==> config.mk <==
export PLATFORM = sky130hd
export DESIGN_NAME = dual_aux_pwm_generator
export DESIGN_NICKNAME = d
export VERILOG_FILES = /design/src/design/aux_pwm_pkg.sv /design/src/design/dual_aux_pwm_generator.sv /design/src/design/aux_pwm_channel.sv
export VERILOG_INCLUDE_DIRS = /design/src /design/src/design
export SDC_FILE = /design/constraint.sdc
export NUM_CORES = 1
export LEC_CHECK = 0
export BUFFER_PORTS_ARGS = -buffer_cell sky130_fd_sc_hd__buf_2
export CAP_MARGIN = 10
export CORE_UTILIZATION = 26
export DETAILED_ROUTE_END_ITERATION = 12
export GPL_TIMING_DRIVEN = 0
export PLACE_DENSITY = 0.39
export SKIP_LAST_GASP = 1
export SYNTH_ARGS = -nofsm -noshare
export SYNTH_HDL_FRONTEND = slang
export SYNTH_SLANG_ARGS = --single-unit
==> constraint.sdc <==
create_clock -name sys_clk -period 3.4 [get_ports sys_clk]
set_input_delay 0.17 -clock sys_clk [delete_from_list [all_inputs] [get_ports sys_clk]]
set_output_delay 0.17 -clock sys_clk [all_outputs]
set_load 0.05 [all_outputs]
==> src/design/aux_pwm_map.svh <==
// register offsets, field positions, reset values and timing constants of the auxiliary pwm block
`ifndef AUX_PWM_MAP_SVH
`define AUX_PWM_MAP_SVH

`define OFS_PERIOD_ZERO     12'h000
`define OFS_PERIOD_ONE      12'h004
`define OFS_ONTIME_ZERO     12'h008
`define OFS_ONTIME_ONE      12'h00C
`define OFS_MODE_CONTROL    12'h010
`define OFS_PIN_SELECT      12'h014
`define OFS_STATUS          12'h018

`define MODE_INDEP_BIT      8
`define SEL_PIN7_BIT        7
`define SEL_PIN8_BIT        8
`define SEL_PIN7_ALT2_BIT   14
`define SEL_PIN8_ALT2_BIT   15

`define RST_PERIOD          16'hFFFF
`define RST_ONTIME          16'h0000
`define RST_MODE            16'h0000
`define RST_PIN_SELECT      16'hFFFF

`define STEP_CLOCKS         2

`endif

==> src/design/aux_pwm_pkg.sv <==
// types shared by the auxiliary pwm block
package aux_pwm_pkg;

    typedef enum logic [1:0] {
        CH_IDLE,
        CH_WAIT,
        CH_RUN
    } ch_state_t;

endpackage

==> src/design/dual_aux_pwm_generator.sv <==
// two auxiliary pwm generators with independent and offset modes behind an apb slave
//
// Our own choices: the APB slave port and the placing of the registers.
`timescale 1ns/1ns
`include "aux_pwm_map.svh"
module dual_aux_pwm_generator
    import aux_pwm_pkg::*;
#(
    parameter int WIDTH = 16
)(
    input  wire logic        sys_clk,
    input  wire logic        reset_n,
    input  wire logic        psel,
    input  wire logic        penable,
    input  wire logic        pwrite,
    input  wire logic [11:0] paddr,
    input  wire logic [31:0] pwdata,
    output logic             pready,
    output logic [31:0]      prdata,
    output logic             pslverr,
    input  wire logic        main_pwm_sync_pulse,
    input  wire logic        gpioOutEight,
    input  wire logic        gpioOutSeven,
    output logic             aux_out_zero,
    output logic             aux_out_one,
    output logic             port_pin_eight,
    output logic             port_pin_seven,
    output logic             pinEightPeripheral,
    output logic             pinSevenPeripheral
);

    initial
    begin
        if (WIDTH != 16)
            $error("dual_aux_pwm_generator: register map is built for 16-bit timers");
    end

    typedef struct packed {
        logic [15:0] aux_period_zero;
        logic [15:0] aux_period_or_offset_one;
        logic [15:0] aux_ontime_zero;
        logic [15:0] aux_ontime_one;
        logic [15:0] mode_control_reg;
        logic [15:0] pin_function_select;
        logic        half;
        logic        restart;
        logic [31:0] rdata;
    } regs_t;

    regs_t r;
    regs_t next_r;

    logic access;
    logic writeHit;
    logic independent;
    logic startZero;
    logic out0;
    logic out1;
    logic tick;

    function automatic logic mapped(input logic [11:0] a);
        mapped = (a == `OFS_PERIOD_ZERO) || (a == `OFS_PERIOD_ONE) || (a == `OFS_ONTIME_ZERO)
              || (a == `OFS_ONTIME_ONE) || (a == `OFS_MODE_CONTROL) || (a == `OFS_PIN_SELECT)
              || (a == `OFS_STATUS);
    endfunction

    ////////////////////////////////////////////////////////////////////////
    // zero-wait slave: every access completes in its first access cycle
    assign access = psel && penable;
    assign writeHit = access && pwrite;
    assign pready = 1'b1;
    assign pslverr = access && !mapped(paddr);
    assign prdata = r.rdata;
    assign independent = r.mode_control_reg[`MODE_INDEP_BIT];
    assign tick = r.half;

    always_comb
    begin
        next_r = r;
        next_r.restart = 1'b0;
        // one step per two clocks; restart realigns the step
        next_r.half = r.restart ? 1'b0 : !r.half;
        if (psel && !penable && !pwrite)
        begin
            case (paddr)
                `OFS_PERIOD_ZERO:  next_r.rdata = {16'h0000, r.aux_period_zero};
                `OFS_PERIOD_ONE:   next_r.rdata = {16'h0000, r.aux_period_or_offset_one};
                `OFS_ONTIME_ZERO:  next_r.rdata = {16'h0000, r.aux_ontime_zero};
                `OFS_ONTIME_ONE:   next_r.rdata = {16'h0000, r.aux_ontime_one};
                `OFS_MODE_CONTROL: next_r.rdata = {16'h0000, r.mode_control_reg};
                `OFS_PIN_SELECT:   next_r.rdata = {16'h0000, r.pin_function_select};
                `OFS_STATUS:       next_r.rdata = {30'h00000000, out1, out0};
                default:           next_r.rdata = 32'h00000000;
            endcase
        end
        if (writeHit)
        begin
            case (paddr)
                `OFS_PERIOD_ZERO:
                begin
                    next_r.aux_period_zero = pwdata[15:0];
                    next_r.restart = 1'b1;
                end
                `OFS_PERIOD_ONE:
                begin
                    next_r.aux_period_or_offset_one = pwdata[15:0];
                    next_r.restart = 1'b1;
                end
                `OFS_ONTIME_ZERO:  next_r.aux_ontime_zero = pwdata[15:0];
                `OFS_ONTIME_ONE:   next_r.aux_ontime_one = pwdata[15:0];
                `OFS_MODE_CONTROL:
                begin
                    next_r.mode_control_reg = pwdata[15:0];
                    // mode change restarts both cycles so offset phase is defined
                    next_r.restart = 1'b1;
                end
                `OFS_PIN_SELECT:   next_r.pin_function_select = pwdata[15:0];
                default:           next_r.restart = 1'b0;
            endcase
        end
    end

    always_ff @(posedge sys_clk or negedge reset_n)
    begin
        if (!reset_n)
        begin
            r.aux_period_zero          <= `RST_PERIOD;
            r.aux_period_or_offset_one <= `RST_PERIOD;
            r.aux_ontime_zero          <= `RST_ONTIME;
            r.aux_ontime_one           <= `RST_ONTIME;
            r.mode_control_reg         <= `RST_MODE;
            r.pin_function_select      <= `RST_PIN_SELECT;
            r.half                     <= 1'b0;
            r.restart                  <= 1'b0;
            r.rdata                    <= 32'h00000000;
        end
        else
            r <= next_r;
    end

    ////////////////////////////////////////////////////////////////////////
    aux_pwm_channel #(
        .WIDTH (WIDTH)
    ) chanZero (
        .sys_clk     (sys_clk),
        .reset_n     (reset_n),
        .tick        (tick),
        .restart     (r.restart),
        .useDelay    (1'b0),
        .delay       ('0),
        .extStart    (1'b0),
        .useExtStart (1'b0),
        .period      (r.aux_period_zero),
        .onTime      (r.aux_ontime_zero),
        .pwmOut      (out0),
        .cycleStart  (startZero)
    );

    // offset mode: shared period from channel zero, delayed start
    // independent mode: own period register
    aux_pwm_channel #(
        .WIDTH (WIDTH)
    ) chanOne (
        .sys_clk     (sys_clk),
        .reset_n     (reset_n),
        .tick        (tick),
        .restart     (r.restart || (!independent && startZero)),
        .useDelay    (!independent),
        .delay       (r.aux_period_or_offset_one),
        .extStart    (1'b0),
        .useExtStart (1'b0),
        .period      (independent ? r.aux_period_or_offset_one : r.aux_period_zero),
        .onTime      (r.aux_ontime_one),
        .pwmOut      (out1),
        .cycleStart  ()
    );
    // offset below the period is left to software; a larger one never rises

    assign aux_out_zero = out0;
    assign aux_out_one = out1;

    ////////////////////////////////////////////////////////////////////////
    // pin muxing: clear select bit gives the peripheral; bit 15/14 pick alternate
    assign pinEightPeripheral = !r.pin_function_select[`SEL_PIN8_BIT];
    assign pinSevenPeripheral = !r.pin_function_select[`SEL_PIN7_BIT];
    assign port_pin_eight = pinEightPeripheral
        ? (r.pin_function_select[`SEL_PIN8_ALT2_BIT] ? sys_clk : out0) : gpioOutEight;
    assign port_pin_seven = pinSevenPeripheral
        ? (r.pin_function_select[`SEL_PIN7_ALT2_BIT] ? main_pwm_sync_pulse : out1) : gpioOutSeven;

    ////////////////////////////////////////////////////////////////////////
    mode_follows_bit_a: assert property (@(posedge sys_clk) disable iff (!reset_n)
        writeHit && paddr == `OFS_MODE_CONTROL |=> independent == $past(pwdata[`MODE_INDEP_BIT]))
        else $error("mode bit not taken");
    period_restart_a: assert property (@(posedge sys_clk) disable iff (!reset_n)
        writeHit && (paddr == `OFS_PERIOD_ZERO || paddr == `OFS_PERIOD_ONE) |=> r.restart)
        else $error("period write did not restart");
    ontime_no_glitch_a: assert property (@(posedge sys_clk) disable iff (!reset_n)
        writeHit && paddr == `OFS_ONTIME_ZERO && !startZero && !r.restart
        |=> startZero || $stable(chanZero.cur.onLatch))
        else $error("on-time applied mid cycle");
    pin8_gpio_a: assert property (@(posedge sys_clk) disable iff (!reset_n)
        r.pin_function_select[`SEL_PIN8_BIT] |-> port_pin_eight == gpioOutEight)
        else $error("pin eight not gpio");
    pin7_aux_a: assert property (@(posedge sys_clk) disable iff (!reset_n)
        !r.pin_function_select[`SEL_PIN7_BIT] && !r.pin_function_select[`SEL_PIN7_ALT2_BIT]
        |-> port_pin_seven == out1)
        else $error("pin seven not carrying second output");
    sync_alt_a: assert property (@(posedge sys_clk) disable iff (!reset_n)
        !r.pin_function_select[`SEL_PIN7_BIT] && r.pin_function_select[`SEL_PIN7_ALT2_BIT]
        |-> port_pin_seven == main_pwm_sync_pulse)
        else $error("pin seven not carrying sync");
    pin8_aux_a: assert property (@(posedge sys_clk) disable iff (!reset_n)
        !r.pin_function_select[`SEL_PIN8_BIT] && !r.pin_function_select[`SEL_PIN8_ALT2_BIT]
        |-> port_pin_eight == out0)
        else $error("pin eight not carrying first output");
    pin7_gpio_a: assert property (@(posedge sys_clk) disable iff (!reset_n)
        r.pin_function_select[`SEL_PIN7_BIT] |-> port_pin_seven == gpioOutSeven)
        else $error("pin seven not gpio");
    step_two_clk_a: assert property (@(posedge sys_clk) disable iff (!reset_n)
        tick && !r.restart |=> !tick)
        else $error("step not two clocks");
    full_duty_a: assert property (@(posedge sys_clk) disable iff (!reset_n)
        independent && r.aux_ontime_zero > r.aux_period_zero && startZero
        && $stable(r.aux_ontime_zero) |=> out0 [*8])
        else $error("full duty not held");
    offset_start_a: assert property (@(posedge sys_clk) disable iff (!reset_n)
        !independent && startZero && r.aux_ontime_one != 16'h0000
        && r.aux_period_or_offset_one == 16'h0000 && !writeHit |-> ##[1:4] out1)
        else $error("second output did not rise after offset");

    cov_offset_c: cover property (@(posedge sys_clk) !independent && $rose(out1));
    cov_indep_c: cover property (@(posedge sys_clk) independent && $rose(out0));
    cov_restart_c: cover property (@(posedge sys_clk) r.restart);
    cov_full_duty_c: cover property (@(posedge sys_clk)
        independent && r.aux_ontime_zero > r.aux_period_zero && startZero);
    cov_second_fn_c: cover property (@(posedge sys_clk)
        !r.pin_function_select[`SEL_PIN7_BIT] && r.pin_function_select[`SEL_PIN7_ALT2_BIT]);

endmodule // dual_aux_pwm_generator

==> src/design/aux_pwm_channel.sv <==
// one auxiliary pwm channel: period counter, optional start delay, on-time latch
`timescale 1ns/1ns
`include "aux_pwm_map.svh"
module aux_pwm_channel
    import aux_pwm_pkg::*;
#(
    parameter int WIDTH = 16
)(
    input  wire logic             sys_clk,
    input  wire logic             reset_n,
    input  wire logic             tick,
    input  wire logic             restart,
    input  wire logic             useDelay,
    input  wire logic [WIDTH-1:0] delay,
    input  wire logic             extStart,
    input  wire logic             useExtStart,
    input  wire logic [WIDTH-1:0] period,
    input  wire logic [WIDTH-1:0] onTime,
    output logic                  pwmOut,
    output logic                  cycleStart
);

    initial
    begin
        if (WIDTH < 2 || WIDTH > 32)
            $error("aux_pwm_channel: WIDTH out of range");
    end

    typedef struct packed {
        ch_state_t        state;
        logic [WIDTH-1:0] count;
        logic [WIDTH-1:0] onLatch;
        logic             out;
        logic             start;
    } chan_t;

    chan_t cur;
    chan_t next_cur;

    ////////////////////////////////////////////////////////////////////////
    always_comb
    begin
        next_cur = cur;
        next_cur.start = 1'b0;
        if (restart)
        begin
            // counter cleared; cycle restarts right away unless useDelay or useExtStart holds it back
            next_cur.count = '0;
            next_cur.out = 1'b0;
            next_cur.state = useDelay ? CH_WAIT : (useExtStart ? CH_IDLE : CH_RUN);
            if (!useDelay && !useExtStart)
            begin
                next_cur.onLatch = onTime;
                next_cur.out = (onTime != '0);
                next_cur.start = 1'b1;
            end
        end
        else if (tick)
        begin
            case (cur.state)
                CH_IDLE:
                begin
                    next_cur.out = 1'b0;
                end
                CH_WAIT:
                begin
                    // offset delay of (delay+1) steps
                    if (cur.count == delay)
                    begin
                        next_cur.count = '0;
                        next_cur.state = CH_RUN;
                        next_cur.onLatch = onTime;
                        next_cur.out = (onTime != '0);
                        next_cur.start = 1'b1;
                    end
                    else
                        next_cur.count = cur.count + 1'b1;
                end
                CH_RUN:
                begin
                    if ((useExtStart && extStart) || (!useExtStart && cur.count == period))
                    begin
                        // period of (period+1) steps
                        next_cur.count = '0;
                        next_cur.onLatch = onTime;    // new on-time only at cycle start
                        next_cur.out = (onTime != '0);
                        next_cur.start = 1'b1;
                    end
                    else
                    begin
                        next_cur.count = cur.count + 1'b1;
                        // high for onLatch steps; over-period on-time stays high
                        next_cur.out = (cur.count + 1'b1 < cur.onLatch);
                    end
                end
                default:
                begin
                    next_cur.state = CH_IDLE;
                end
            endcase
        end
    end

    always_ff @(posedge sys_clk or negedge reset_n)
    begin
        if (!reset_n)
            cur <= '{state: CH_RUN, count: '0, onLatch: '0, out: 1'b0, start: 1'b0};
        else
            cur <= next_cur;
    end

    assign pwmOut = cur.out;
    assign cycleStart = cur.start;

    ////////////////////////////////////////////////////////////////////////
    // a cycle start may load a fresh on-time, so only cycles that keep the zero latch are checked
    zero_on_low_a: assert property (@(posedge sys_clk) disable iff (!reset_n)
        (cur.state == CH_RUN && cur.onLatch == '0 && !next_cur.start) |=> !cur.out)
        else $error("output high with zero on-time");
    latch_at_start_a: assert property (@(posedge sys_clk) disable iff (!reset_n)
        !$stable(cur.onLatch) |-> cur.start)
        else $error("on-time latch moved outside cycle start");
    restart_clears_a: assert property (@(posedge sys_clk) disable iff (!reset_n)
        restart |=> cur.count == '0)
        else $error("restart left counter running");
    wait_low_a: assert property (@(posedge sys_clk) disable iff (!reset_n)
        cur.state == CH_WAIT |-> !cur.out)
        else $error("output high during offset delay");

endmodule // aux_pwm_channel

* Word level (Yosys, flattened, before mapping)
Cells that the tools add are included.
Cells by class: add/sub/neg operators 2, multipliers 0, divide/modulo/power cells 0, $lt $le $gt $ge 2, eq/ne operators 20, shifts and indexed selects 0, multiplexer cells 37, bitwise logic cells 0, reduce and logical (&&, ||, !) cells 49
Operators with widths (count):
- $mux 36 | 4
- $pmux 32 s2 | 2
- $mux 16 | 7
- $pmux 16 s7 | 1
- $mux 18 | 3
- $eq 16x16->1 | 3
- $eq 12x5->1 const B | 3
- $add 16x1->16 const B | 2
- $lt 16x16->1 | 2
- $reduce_bool 16->1 | 2
- $eq 12x4->1 const B | 2
- $logic_not 16->1 | 1
- $reduce_and 2->1 | 8
- $eq 12x3->1 const B | 1
- $logic_not 12->1 | 1
- $reduce_and 3->1 | 4
- $mux 1 | 11
- $pmux 2 s2 | 2
- $reduce_bool 4->1 | 2
- $logic_not 1->1 | 7
- $logic_or 1x1->1 | 7
- $logic_and 1x1->1 | 6
- $mux 2 | 3
- $ne 3x1->1 const B | 2
- 14 further kinds | 24
Storage, ports and cells: flip-flop bits (word level) 201, bits in latches 0, RAM bits 0, memory bits (read-only) 0, bits of input ports 52, output and inout port bits 40, logic and storage cells 128, memories 0

* Depth between registers and ports, before layout
Gate-level depths: netlist (run 1).
depth after elaboration 9, gate-level depth with buffers 13, gate-level depth less buffers 13

* Hierarchy
Synthesis (run 1) repeated with hierarchy kept, for this count alone.
Second synthesis, totals: cell total of the unflattened synthesis 1047, area, all modules 11437.2 um^2
By module, submodules not included:
- dual_aux_pwm_generator | instances 1, cells each 449, area each 5884.4 um^2, sequential area each 2912.8 um^2
- aux_pwm_channel (chanOne) | instances 1, cells each 307, area each 2854.0 um^2, sequential area each 902.1 um^2
- aux_pwm_channel (chanZero) | instances 1, cells each 291, area each 2698.8 um^2, sequential area each 902.1 um^2

==> impl_metrics.csv, run 1 <==
group,metric,value,unit
detailed_routing,drt_iter0_markers,355,
power,power_density,391,nW/um2
layout,fill_cells,3993,
sta,fin_skew,0.0128,ns
power,vdd_drop_max,326,uV
sta,drv_slew,0,
global_routing,grt_use_met1,21.6,%
flow_run,maxCapViolCount,0,
cts,clkTransAtPathRegs,0.07,ns
floorplan,die_area,40400,um2
global_routing,grt-ovfl-total,0,
worst_setup_path,crit_family,"compound AO/OA/AOI/OAI gates",
floorplan,io_pins,92,
cts,tritoncts,"yes",
yosys,ys_seq_area_share,45.4,%
yosys,async_flop_share,100,%
worst_setup_path,crit_path_end_kind,"flop",
worst_setup_path,max_stage_delay,0.57,ns
worst_setup_path,startpoint_type,"flop",
power,p_leak,5.61,nW
global_routing,grt_usage,16.0,%
placement,dp_slack,-0.194,ns
yosys,synth_flop_cell,"dfrtp_1",
power,finalPower,4.77,mW
global_routing,grt_pass1_wl,47800,um
worst_setup_path,r2r-start,"chanOne.cur[19]",
worst_setup_path,setup.worst_path.class,"reg2reg",
layout,fin_nets,1108,
worst_setup_path,critPathBufInv,0,
detailed_routing,drc,0,
worst_setup_path,r2r_slack,0.26,ns
placement,io_buffer_count,57,
yosys,ys_warn_count,0,
detailed_routing,wl_per_cell,19.8,um
global_routing,grtUsageMet3,2.84,%
cts,clock_latency,0.56,ns
sta,fin_crit,3.14,ns
min_path,hold_path.startpoint,"paddr[11]",
yosys,syn_area_per_cell,11.3,um2
sta,final_hold_viol_count,0,
global_routing,grt_pass1_vias,7491,
sta,rsz0062_at_grt,"no",
global_routing,grt_max_degree,107,
placement,dp_hpwl,22900,um
detailed_routing,drtAntennaViolNets,0,
worst_setup_path,cp_max_fo,6,
yosys,synth_area,10300,um2
min_path,hold_class,"in2reg",
detailed_routing,drt_wl_total,30700,um
placement,gp_congestion,0.796,
yosys,post_synth_num_cell_types,65,
layout,syn2layout_area_growth,18.5,%
floorplan,die_y,201,um
layout,drive_gt1_share,29.4,%
worst_setup_path,startpoint,"chanOne.cur[19]",
layout,multi_input_area,5000,um2
yosys,yosys.area.top_type_share,32.6,%
worst_setup_path,cpMaxStageDelayCell,"dfrtp_1",
yosys,ys_ff_latch,184,
worst_setup_path,crit_chain,"and3_1 -> nand3_1 -> nor2_1 -> nand2_1 -> xnor2_1 -> ha_1 -> nand2_1 -> a2111oi_2 -> nor3_1 -> o31ai_1 -> o31a_1 -> a31oi_1",
layout,antenna-diode-count,0,
global_routing,antenna_found_initial,0,
detailed_routing,vias_per_cell,4.61,
status,status,"complete, no violations",
global_routing,met2_usage,25.7,%
sta,slew_headroom,49.1,%
yosys,yosysTopAreaCell,"dfrtp_1",
layout,regArea,4670,um2
yosys,synthTopCellsByArea,"dfrtp_1 33%, dfstp_2 13%, mux2_2 7.8%",
detailed_routing,num_vias,7147,
sta,fmax,0.318,GHz
detailed_routing,drt_pass1_iterations,4,
floorplan,die_w,201,um
worst_setup_path,worstPathArrival,3.58,ns
sta,worst_pin_slew,0.758,ns
global_routing,busiest_layer,"met2",
yosys,synth_edf_count,0,
sta,min_period_over_period,92.5,%
floorplan,start_util,26.5,%
sta,setup_violations,0,
worst_setup_path,cpMostUsedCell,"nand2_1",
yosys,synthCells,909,
worst_setup_path,cp.required,3.84,ns
sta,worst_slack,0.257,ns
floorplan,core_area,38800,um2
floorplan,rows,72,
cts,post-cts-setup-buffer-count,0,
==> cell usage after synthesis, types with 7 or more instances <==
master	number
xor2_1	17
nand2_1	82
a22oi_1	37
clkbuf_1	16
nand2b_1	12
a21oi_1	11
a221oi_1	8
nor4_1	9
nand3_1	19
ha_1	36
dfstp_2	50
o21ai_0	25
a31oi_1	10
nor3_1	7
nand4_1	19
inv_1	44
xnor2_1	56
mux2i_1	32
mux2_2	71
dfrtp_1	134
a32o_1	15
mux2_1	40
nor2_1	19
buf_6	8
buf_4	39
buf_2	15
a21o_1	12
==> path summary, 6_finish.rpt <==
check                                  end  depth (start not counted)
hold / removal                       r[32]                          4
max in group asynchronous  chanZero.cur[3]                          3
hold reg to reg                 prdata[10]                          1
setup / recovery            chanOne.pwmOut                         12
setup reg to reg            chanOne.pwmOut                         12
min in group asynchronous  chanOne.cur[10]                          2
==> layout by cell type (no fill, tap or decap), types with 4 or more instances in the layout <==
cell	count
a21o_1	12
a21oi_1	11
a221oi_1	8
a22oi_1	37
a31oi_1	10
a32o_1	15
and2_1	4
and3_1	5
buf_2	71
buf_4	39
buf_6	8
clkbuf_1	16
clkbuf_16	20
conb_1	17
dfrtp_1	134
dfstp_2	50
dlygate4sd3_1	17
ha_1	36
inv_1	44
mux2_1	40
mux2_2	71
mux2i_1	32
nand2_1	82
nand2b_1	12
nand3_1	19
nand4_1	19
nor2_1	19
nor3_1	7
nor3_2	4
nor4_1	9
nor4_4	6
o21ai_0	25
xnor2_1	56
xor2_1	17
==> registers in the layout (all words and copies together) (netlist names) <==
register	cells
chanOne.pwmOut	1
chanZero.cycleStart	1
chanZero.pwmOut	1
tick	1
prdata	16
independent	1
r	96
chanOne.cur	34
chanZero.cur	33
==> report_power, final <==
part / switching (mW) / internal (mW) / total (mW)
Sequential: 0.00226 / 2.19 / 2.19
Clock: 0.972 / 1.38 / 2.36
Combinational: 0.159 / 0.0602 / 0.219
==> worst reg2reg max path: stages (launching register included) <==
cell       delay, ns
dfrtp_1         0.57
and3_1          0.22
nand3_1         0.11
nor2_1          0.32
nand2_1         0.12
xnor2_1         0.15
ha_1            0.31
nand2_1         0.09
a2111oi_2       0.44
nor3_1          0.13
o31ai_1         0.33
o31a_1          0.18
a31oi_1         0.08
==> layer usage <==
layer	vias up	wire length (um)
met2	78	14800
met4	0	615
met5	-	0
li1	3427	-
met1	3618	14600
met3	24	759
==> stage by stage <==
stage               cells  TNS [ns]  util (%)  hold slack, ns  cell area [um2]
finish               1551         0      31.4          0.0691            12200
global route         1551         0      31.4          0.0743            12200
CTS                  1552         0      31.4          0.0467            12200
detailed placement   1500    -0.194      29.1           0.227            11300
global placement     1499   -172.16      29.0           0.471            11300
floorplan             924         0         -          -0.126            10300
==> timing repair <==
item / CTS / global route
endpoints found under the setup margin: 1 / 1
endpoints found under the hold margin: 157 / 0
pin swaps: 0 / 0
gates resized for setup: 2 / 0
hold buffers: 17 / 0
==> area by class of cell <==
type                            instances  area share [%]
Buffer                                 77            4.22
Sequential cell                       184            38.3
Clock inverter                         11            1.31
Tap cell                              518            5.32
Multi-Input combinational cell        618            41.0
Clock buffer                           25            4.52
Timing Repair Buffer                   74            4.00
Inverter                               44            1.35
==> kinds of logic after synthesis <==
| kind of cell | share of synthesized area [%] |
|---|---|
| xor gates and xnor gates | 6.69 |
| buffers and inverters | 6.64 |
| DFF | 45.4 |
| AOI/OAI and AO/OA | 10.4 |
| adders and majority gates | 4.38 |
| muxes | 15.5 |
| other | 0.0730 |
| and+or+nand+nor | 11.0 |
(Power assumes the default switching activity.)
==> run 2: changes to the inputs <==
- ABC_AREA: not set -> 1
==> run 2 against run 1 <==
Net effect: first-iteration DRC count up 71%; highest routed layer unchanged; combinational power up 34%; critical path depth up 9; critical endpoint unchanged; clock skew down 0.0035 ns; routed wire length up 21%; power down 2.1%.
==> impl_metrics.csv, run 2 <==
group,metric,value,unit
status,status,"complete, no violations",
detailed_routing,drt_wl_total,37200,um
power,swShare,27.0,%
detailed_routing,vias_per_cell,4.60,
layout,top_register,"r",
floorplan,die_y,202,um
worst_setup_path,max_stage_delay,0.43,ns
worst_setup_path,cpMaxStageDelayCell,"dfrtp_2",
floorplan,core_area,39000,um2
cts,clock_latency,0.57,ns
yosys,yosysTopAreaCell,"dfrtp_1",
global_routing,grt_pass1_wl,57300,um
worst_setup_path,startpoint_type,"flop",
floorplan,start_util,26.6,%
floorplan,die_area,40700,um2
power,power_density,384,nW/um2
sta,worst_pin_slew,1.10,ns
global_routing,grt_usage,19.1,%
detailed_routing,drtAntennaViolNets,0,
worst_setup_path,r2r-end,"chanOne.pwmOut",
layout,final_common_cell,"nand2_1",
worst_setup_path,r2r-start,"chanOne.cur[19]",
power,comb_power_share,6.3,%
sta,slew_headroom,26.0,%
placement,dp_slack,-0.132,ns
detailed_routing,drt_pass1_iterations,7,
sta,worst_slack,0.349,ns
global_routing,grt_pass1_vias,8974,
worst_setup_path,setup.worst_path.class,"reg2reg",
yosys,async_flop_share,100,%
worst_setup_path,endpoint,"chanOne.pwmOut",
yosys,post_synth_num_cell_types,39,
layout,antenna-diode-count,0,
power,p_seq_share,47.2,%
yosys,synth_most_common_cell,"nand2_1",
layout,fin_nets,1530,
power,vdd_drop_max,317,uV
cts,clkTransAtPathRegs,0.08,ns
worst_setup_path,cp.required,3.87,ns
layout,largest_reg_flops,96,
placement,gp_congestion,0.843,
power,power.switching,1.26,mW
floorplan,die_w,202,um
sta,min_period_over_period,89.7,%
power,p_int,3.41,mW
power,p_leak,5.71,nW
sta,setup_violations,0,
floorplan,io_pins,92,
placement,place_area,11400,um2
sta,fin_crit,3.05,ns
floorplan,rows,72,
global_routing,antenna_found_initial,0,
global_routing,grt_max_degree,112,
yosys,synth_area,10400,um2
detailed_routing,drt_iter0_markers,606,
layout,syn2layout_area_growth,17.2,%
layout,fin_area,12200,um2
yosys,synthTopCellsByArea,"dfrtp_1 32%, nand2_1 14%, dfstp_2 13%",
global_routing,grt-ovfl-total,0,
yosys,synth_flop_cell,"dfrtp_1",
layout,final_cell_mix,"374 x nand2_1, 164 x inv_1, 158 x o21ai_0, 130 x dfrtp_1, 87 x nand3_1",
worst_setup_path,crit_path_end_kind,"flop",
layout,reg_top3,"r (96), chanOne.cur (34), chanZero.cur (33)",
yosys,ys_warn_count,0,
yosys,syn_area_per_cell,7.73,um2
min_path,hold_class,"in2reg",
yosys,yosys-top-cells-count,"374 x nand2_1, 164 x inv_1, 158 x o21ai_0",
worst_setup_path,cpMostUsedCell,"nand2_1",
sta,rsz0062_at_grt,"no",
worst_setup_path,ff2ff_path_depth,21,
layout,drive_gt1_share,14.6,%
detailed_routing,wl_per_cell,18.9,um
detailed_routing,num_vias,9084,
sta,drv_slew,0,
placement,dp_hpwl,27800,um
yosys,ys_ff_latch,184,
worst_setup_path,worstPathArrival,3.52,ns
placement,io_buffer_count,58,
sta,fin_skew,0.00934,ns
sta,fmax,0.328,GHz
worst_setup_path,crit_chain,"ha_1 -> nand3_2 -> nor2_4 -> nand3_4 -> nor3_4 -> nand3_2 -> nor2_2 -> xor2_1 -> inv_1 -> ha_1 -> nand2_1 -> inv_1 -> nand3_1 -> inv_1 -> a21oi_1 -> nand2_1 -> nand2_1 -> nand3_1 -> nand2_1 -> nand2_1 -> a21oi_1",
sta,final_hold_viol_count,0,
yosys,ys_seq_area_share,45.0,%
flow_run,maxCapViolCount,0,
yosys,synthCells,1340,
yosys,synth_edf_count,0,
power,clockPowerShare,46.5,%
worst_setup_path,r2r_slack,0.35,ns
yosys,yosys.area.top_type_share,32.4,%
worst_setup_path,startpoint,"chanOne.cur[19]",
detailed_routing,drc,0,
cts,tritoncts,"yes",
worst_setup_path,cp_max_fo,5,
## run 2: cell types whose count changed after synthesis, moves of 40 or more
| cell | change |
|---|---|
| nand2_1 | +292 |
| o21ai_0 | +133 |
| inv_1 | +120 |
| mux2_2 | -71 |
| nand3_1 | +71 |
| mux2_1 | -40 |
## run 2: worst min path at each step
stage,cells after the start,start,slack (ns),end
after floorplan,0,reset_n,-0.13,chanOne.cur[10]
after global routing,4,pwrite,0.07,prdata[2]
after detailed placement,1,reset_n,0.22,chanOne.cur[7]
after CTS,4,pwrite,0.03,prdata[4]
after global placement,2,r[90],0.47,r[90]
final,4,pwrite,0.04,prdata[4]
## run 2: worst max-delay path, delay by kind of cell, from the launching register on
family                   cells  cell delay (ns)
buffers and inverters        3             0.16
XOR/XNOR                     1             0.22
AO/OA/AOI/OAI                2             0.34
flip-flops                   1             0.43
AND/OR/NAND/NOR             13             1.31
adder cells (fa/ha/maj)      2             0.50
## run 2: through the flow
stage | hold WS (ns) | utilization (%) | TNS, ns | total power [mW] | instances
after floorplan | -0.126 | - | 0 | 2.40 | 1355
after global placement | 0.465 | 29.1 | -172.33 | 2.54 | 1931
final | 0.0362 | 31.1 | 0 | 4.67 | 1973
after CTS | 0.0350 | 30.9 | 0 | 4.72 | 1968
after detailed placement | 0.218 | 29.2 | -0.132 | 2.55 | 1932
after global routing | 0.0672 | 31.1 | 0 | 4.83 | 1973
## run 2: cells by family after synthesis
| kind of cell | after synthesis | share of synthesized area, % |
|---|---|---|
| xor+xnor | 54 | 4.56 |
| compound gates | 245 | 12.7 |
| other cells | 2 | 0.0725 |
| flops | 184 | 45.0 |
| simple gates | 566 | 22.6 |
| buf+inv | 253 | 10.6 |
| fa+ha+maj | 36 | 4.35 |
## run 2: final cells by class
| cell class | instances | area (um2) |
|---|---|---|
| buffer | 86 | 478 |
| clock buffer | 23 | 533 |
| multi-input combinational | 918 | 4710 |
| inverter | 167 | 627 |
| fill | 4244 | 26900 |
| tap | 518 | 648 |
| timing repair buffer | 64 | 370 |
| clock inverter | 13 | 113 |
| sequential | 184 | 4670 |
## run 2: what timing repair did
action | in CTS | in global routing
hold buffers | 1 | 0
pin swaps | 0 | 5
gates resized for setup | 3 | 16
buffers inserted | 0 | 5
hold endpoints to repair | 63 | 0
setup endpoints to repair | 1 | 1
cloned | 0 | 0
## run 2: per-layer routing
metal	up-vias	track usage [%]	routed length (um)
met5	-	0	0
met4	0	6.36	666
met3	34	2.59	1180
met2	183	29.1	16700
met1	4366	27.6	18700
li1	4501	-	-
## run 2: power groups by stage
stage          sequential [mW]  combinational (mW)  clock [mW]
2_1_floorplan             2.25               0.151    0.000173
3_3_place_gp              2.25               0.292    0.000203
3_5_place_dp              2.25               0.297    0.000203
4_1_cts                   2.21               0.298        2.22
5_1_grt                   2.21               0.323        2.30
6_report                  2.21               0.293        2.17
==> run 3: changes to the inputs <==
- CAP_MARGIN: 10 -> not set
- PLACE_DENSITY: 0.39 -> not set
- PLACE_DENSITY_LB_ADDON: not set -> 0.2
==> run 3 against run 2 <==
Net effect: via count increased by 1.6%; fmax is 1.7% lower; largest cell class unchanged; worst setup slack worse by 0.053 ns; sequential power about the same; worst hold slack got worse by 0.0028 ns; clock skew up 0.0063 ns.
==> impl_metrics.csv, run 3 (synthesis gave the netlist of run 2 again) <==
group,metric,value,unit
status,status,"complete, no violations",
layout,fin_area,12100,um2
cts,clock_latency,0.57,ns
floorplan,die_y,202,um
worst_setup_path,crit_chain,"clkbuf_2 -> nand3_1 -> nor3_2 -> nand2_1 -> nor2_2 -> nand3_1 -> nor2_2 -> xor2_1 -> inv_1 -> ha_1 -> a21oi_1 -> o21ai_0 -> a21oi_1 -> nand2_1 -> nand2_1 -> nand3_1 -> nand2_1 -> nand2_1 -> a21oi_1",
worst_setup_path,cpMostUsedCell,"nand2_1",
sta,drv_slew,0,
worst_setup_path,r2r_slack,0.30,ns
worst_setup_path,crit_family,"simple AND/OR/NAND/NOR gates",
flow_run,maxCapViolCount,0,
layout,reg_top3,"r (96), chanOne.cur (34), chanZero.cur (33)",
cts,tritoncts,"yes",
layout,fill_cells,4233,
detailed_routing,drc,0,
sta,fin_skew,0.0157,ns
global_routing,antenna_found_initial,1,
placement,dp_slack,0.129,ns
layout,antenna-diode-count,0,
sta,setup_violations,0,
min_path,worstHoldEndpoint,"r[96]",
floorplan,core_area,39000,um2
floorplan,die_w,202,um
placement,io_buffer_count,58,
detailed_routing,drt_wl_total,34700,um
worst_setup_path,cpMaxStageDelayCell,"dfrtp_1",
worst_setup_path,ff2ff_path_depth,19,
detailed_routing,drt_pass1_iterations,7,
worst_setup_path,cp.required,3.88,ns
power,power_density,388,nW/um2
min_path,hold_path.startpoint,"pwdata[14]",
worst_setup_path,setup.worst_path.class,"reg2reg",
worst_setup_path,crit_path_end_kind,"flop",
sta,fin_crit,3.10,ns
detailed_routing,drt_iter0_markers,713,
sta,final_hold_viol_count,0,
layout,fin_nets,1529,
floorplan,die_area,40700,um2
sta,rsz0062_at_grt,"no",
detailed_routing,num_vias,9233,
global_routing,grt_pass1_wl,53900,um
placement,place_area,11400,um2
layout,drive_gt1_share,14.0,%
power,p_leak,5.70,nW
sta,slew_headroom,49.9,%
detailed_routing,vias_per_cell,4.68,
min_path,holdPathStages,3,
power,vdd_drop_max,300,uV
placement,gp_congestion,0.860,
detailed_routing,wl_per_cell,17.6,um
layout,largest_reg_flops,96,
sta,worst_pin_slew,0.745,ns
worst_setup_path,cp_max_fo,6,
floorplan,io_pins,92,
worst_setup_path,r2r-end,"chanOne.pwmOut",
sta,worst_slack,0.296,ns
layout,syn2layout_area_growth,16.9,%
worst_setup_path,r2r-start,"chanOne.cur[20]",
floorplan,rows,72,
global_routing,grt_max_degree,107,
layout,final_cell_mix,"374 x nand2_1, 164 x inv_1, 158 x o21ai_0, 132 x dfrtp_1, 89 x nand3_1",
min_path,hold_class,"in2reg",
layout,top_register,"r",
worst_setup_path,critPathBufInv,2,
cts,clkTransAtPathRegs,0.09,ns
layout,post-route-util,31.1,%
worst_setup_path,worstPathArrival,3.59,ns
global_routing,grt_pass1_vias,9005,
global_routing,grt-ovfl-total,0,
global_routing,grt_usage,17.7,%
worst_setup_path,max_stage_delay,0.33,ns
layout,final_common_cell,"nand2_1",
worst_setup_path,startpoint_type,"flop",
floorplan,start_util,26.6,%
sta,holdWs,0.0334,ns
placement,dp_hpwl,26100,um
detailed_routing,drtAntennaViolNets,0,
sta,min_period_over_period,91.3,%
sta,fmax,0.322,GHz
[run 3: changes by cell type in the layout (fill, tap and decap cells not counted), moves of 3 or more]
cell	previous run	this run
dlygate4sd3_1	1	4
inv_4	0	3
buf_4	42	38
inv_8	2	6
[run 3: area by class of cell]
type | instances | area, um2 | share of cell area (%)
clock inverters | 15 | 146 | 1.21
flip-flops and latches | 184 | 4670 | 38.5
repair buffers | 63 | 370 | 3.06
multi-input cells | 918 | 4670 | 38.6
plain buffers | 86 | 475 | 3.92
clock buffers | 21 | 505 | 4.17
well taps | 518 | 648 | 5.35
inverters | 167 | 627 | 5.17
[run 3: layer usage]
| metal | share of wire, % | GRT usage (%) |
|---|---|---|
| met5 | 0 | 0 |
| met4 | 2.9 | 7.49 |
| met3 | 4.3 | 2.62 |
| met2 | 45 | 27.7 |
| met1 | 47 | 24.2 |
[run 3: metrics by stage]
stage          power, mW  instances  TNS [ns]
6_report            4.70       1972         0
4_1_cts             4.73       1971         0
3_5_place_dp        2.54       1932         0
5_1_grt             4.84       1972         0
3_3_place_gp        2.53       1931   -151.91
2_1_floorplan       2.40       1355         0
[run 3: power by group]
part | switching (mW) | leakage, nW | internal (mW)
Sequential | 0.00993 | 2.38 | 2.20
Clock | 1.08 | 0.334 | 1.13
Combinational | 0.220 | 2.98 | 0.0682
[run 3: worst max path at each step]
stage / from / slack, ns / endpoint / cells after the start
final: chanOne.cur[20] / 0.30 / chanOne.pwmOut / 19
after detailed placement: chanOne.cur[18] / 0.13 / chanOne.pwmOut / 18
after global placement: reset_n / -1.16 / prdata[15] / 1
after global routing: chanOne.cur[20] / 0.003 / chanOne.pwmOut / 19
after CTS: chanOne.cur[18] / 0.09 / chanOne.pwmOut / 21
after floorplan: chanOne.cur[18] / 0.75 / chanOne.pwmOut / 21
[run 3: worst min-delay path: cells and delay by family]
kind,cells,cell delay [ns]
AO/OA/AOI/OAI,1,0.18
buffers and inverters,2,0.20
[run 3: timing repair]
| item | 4_1_cts | 5_1_grt |
|---|---|---|
| resized for setup | 0 | 8 |
| hold endpoints to repair | 55 | 0 |
| buffers inserted | 0 | 1 |
| hold buffers | 4 | 0 |
| endpoints found under the setup margin | 0 | 1 |
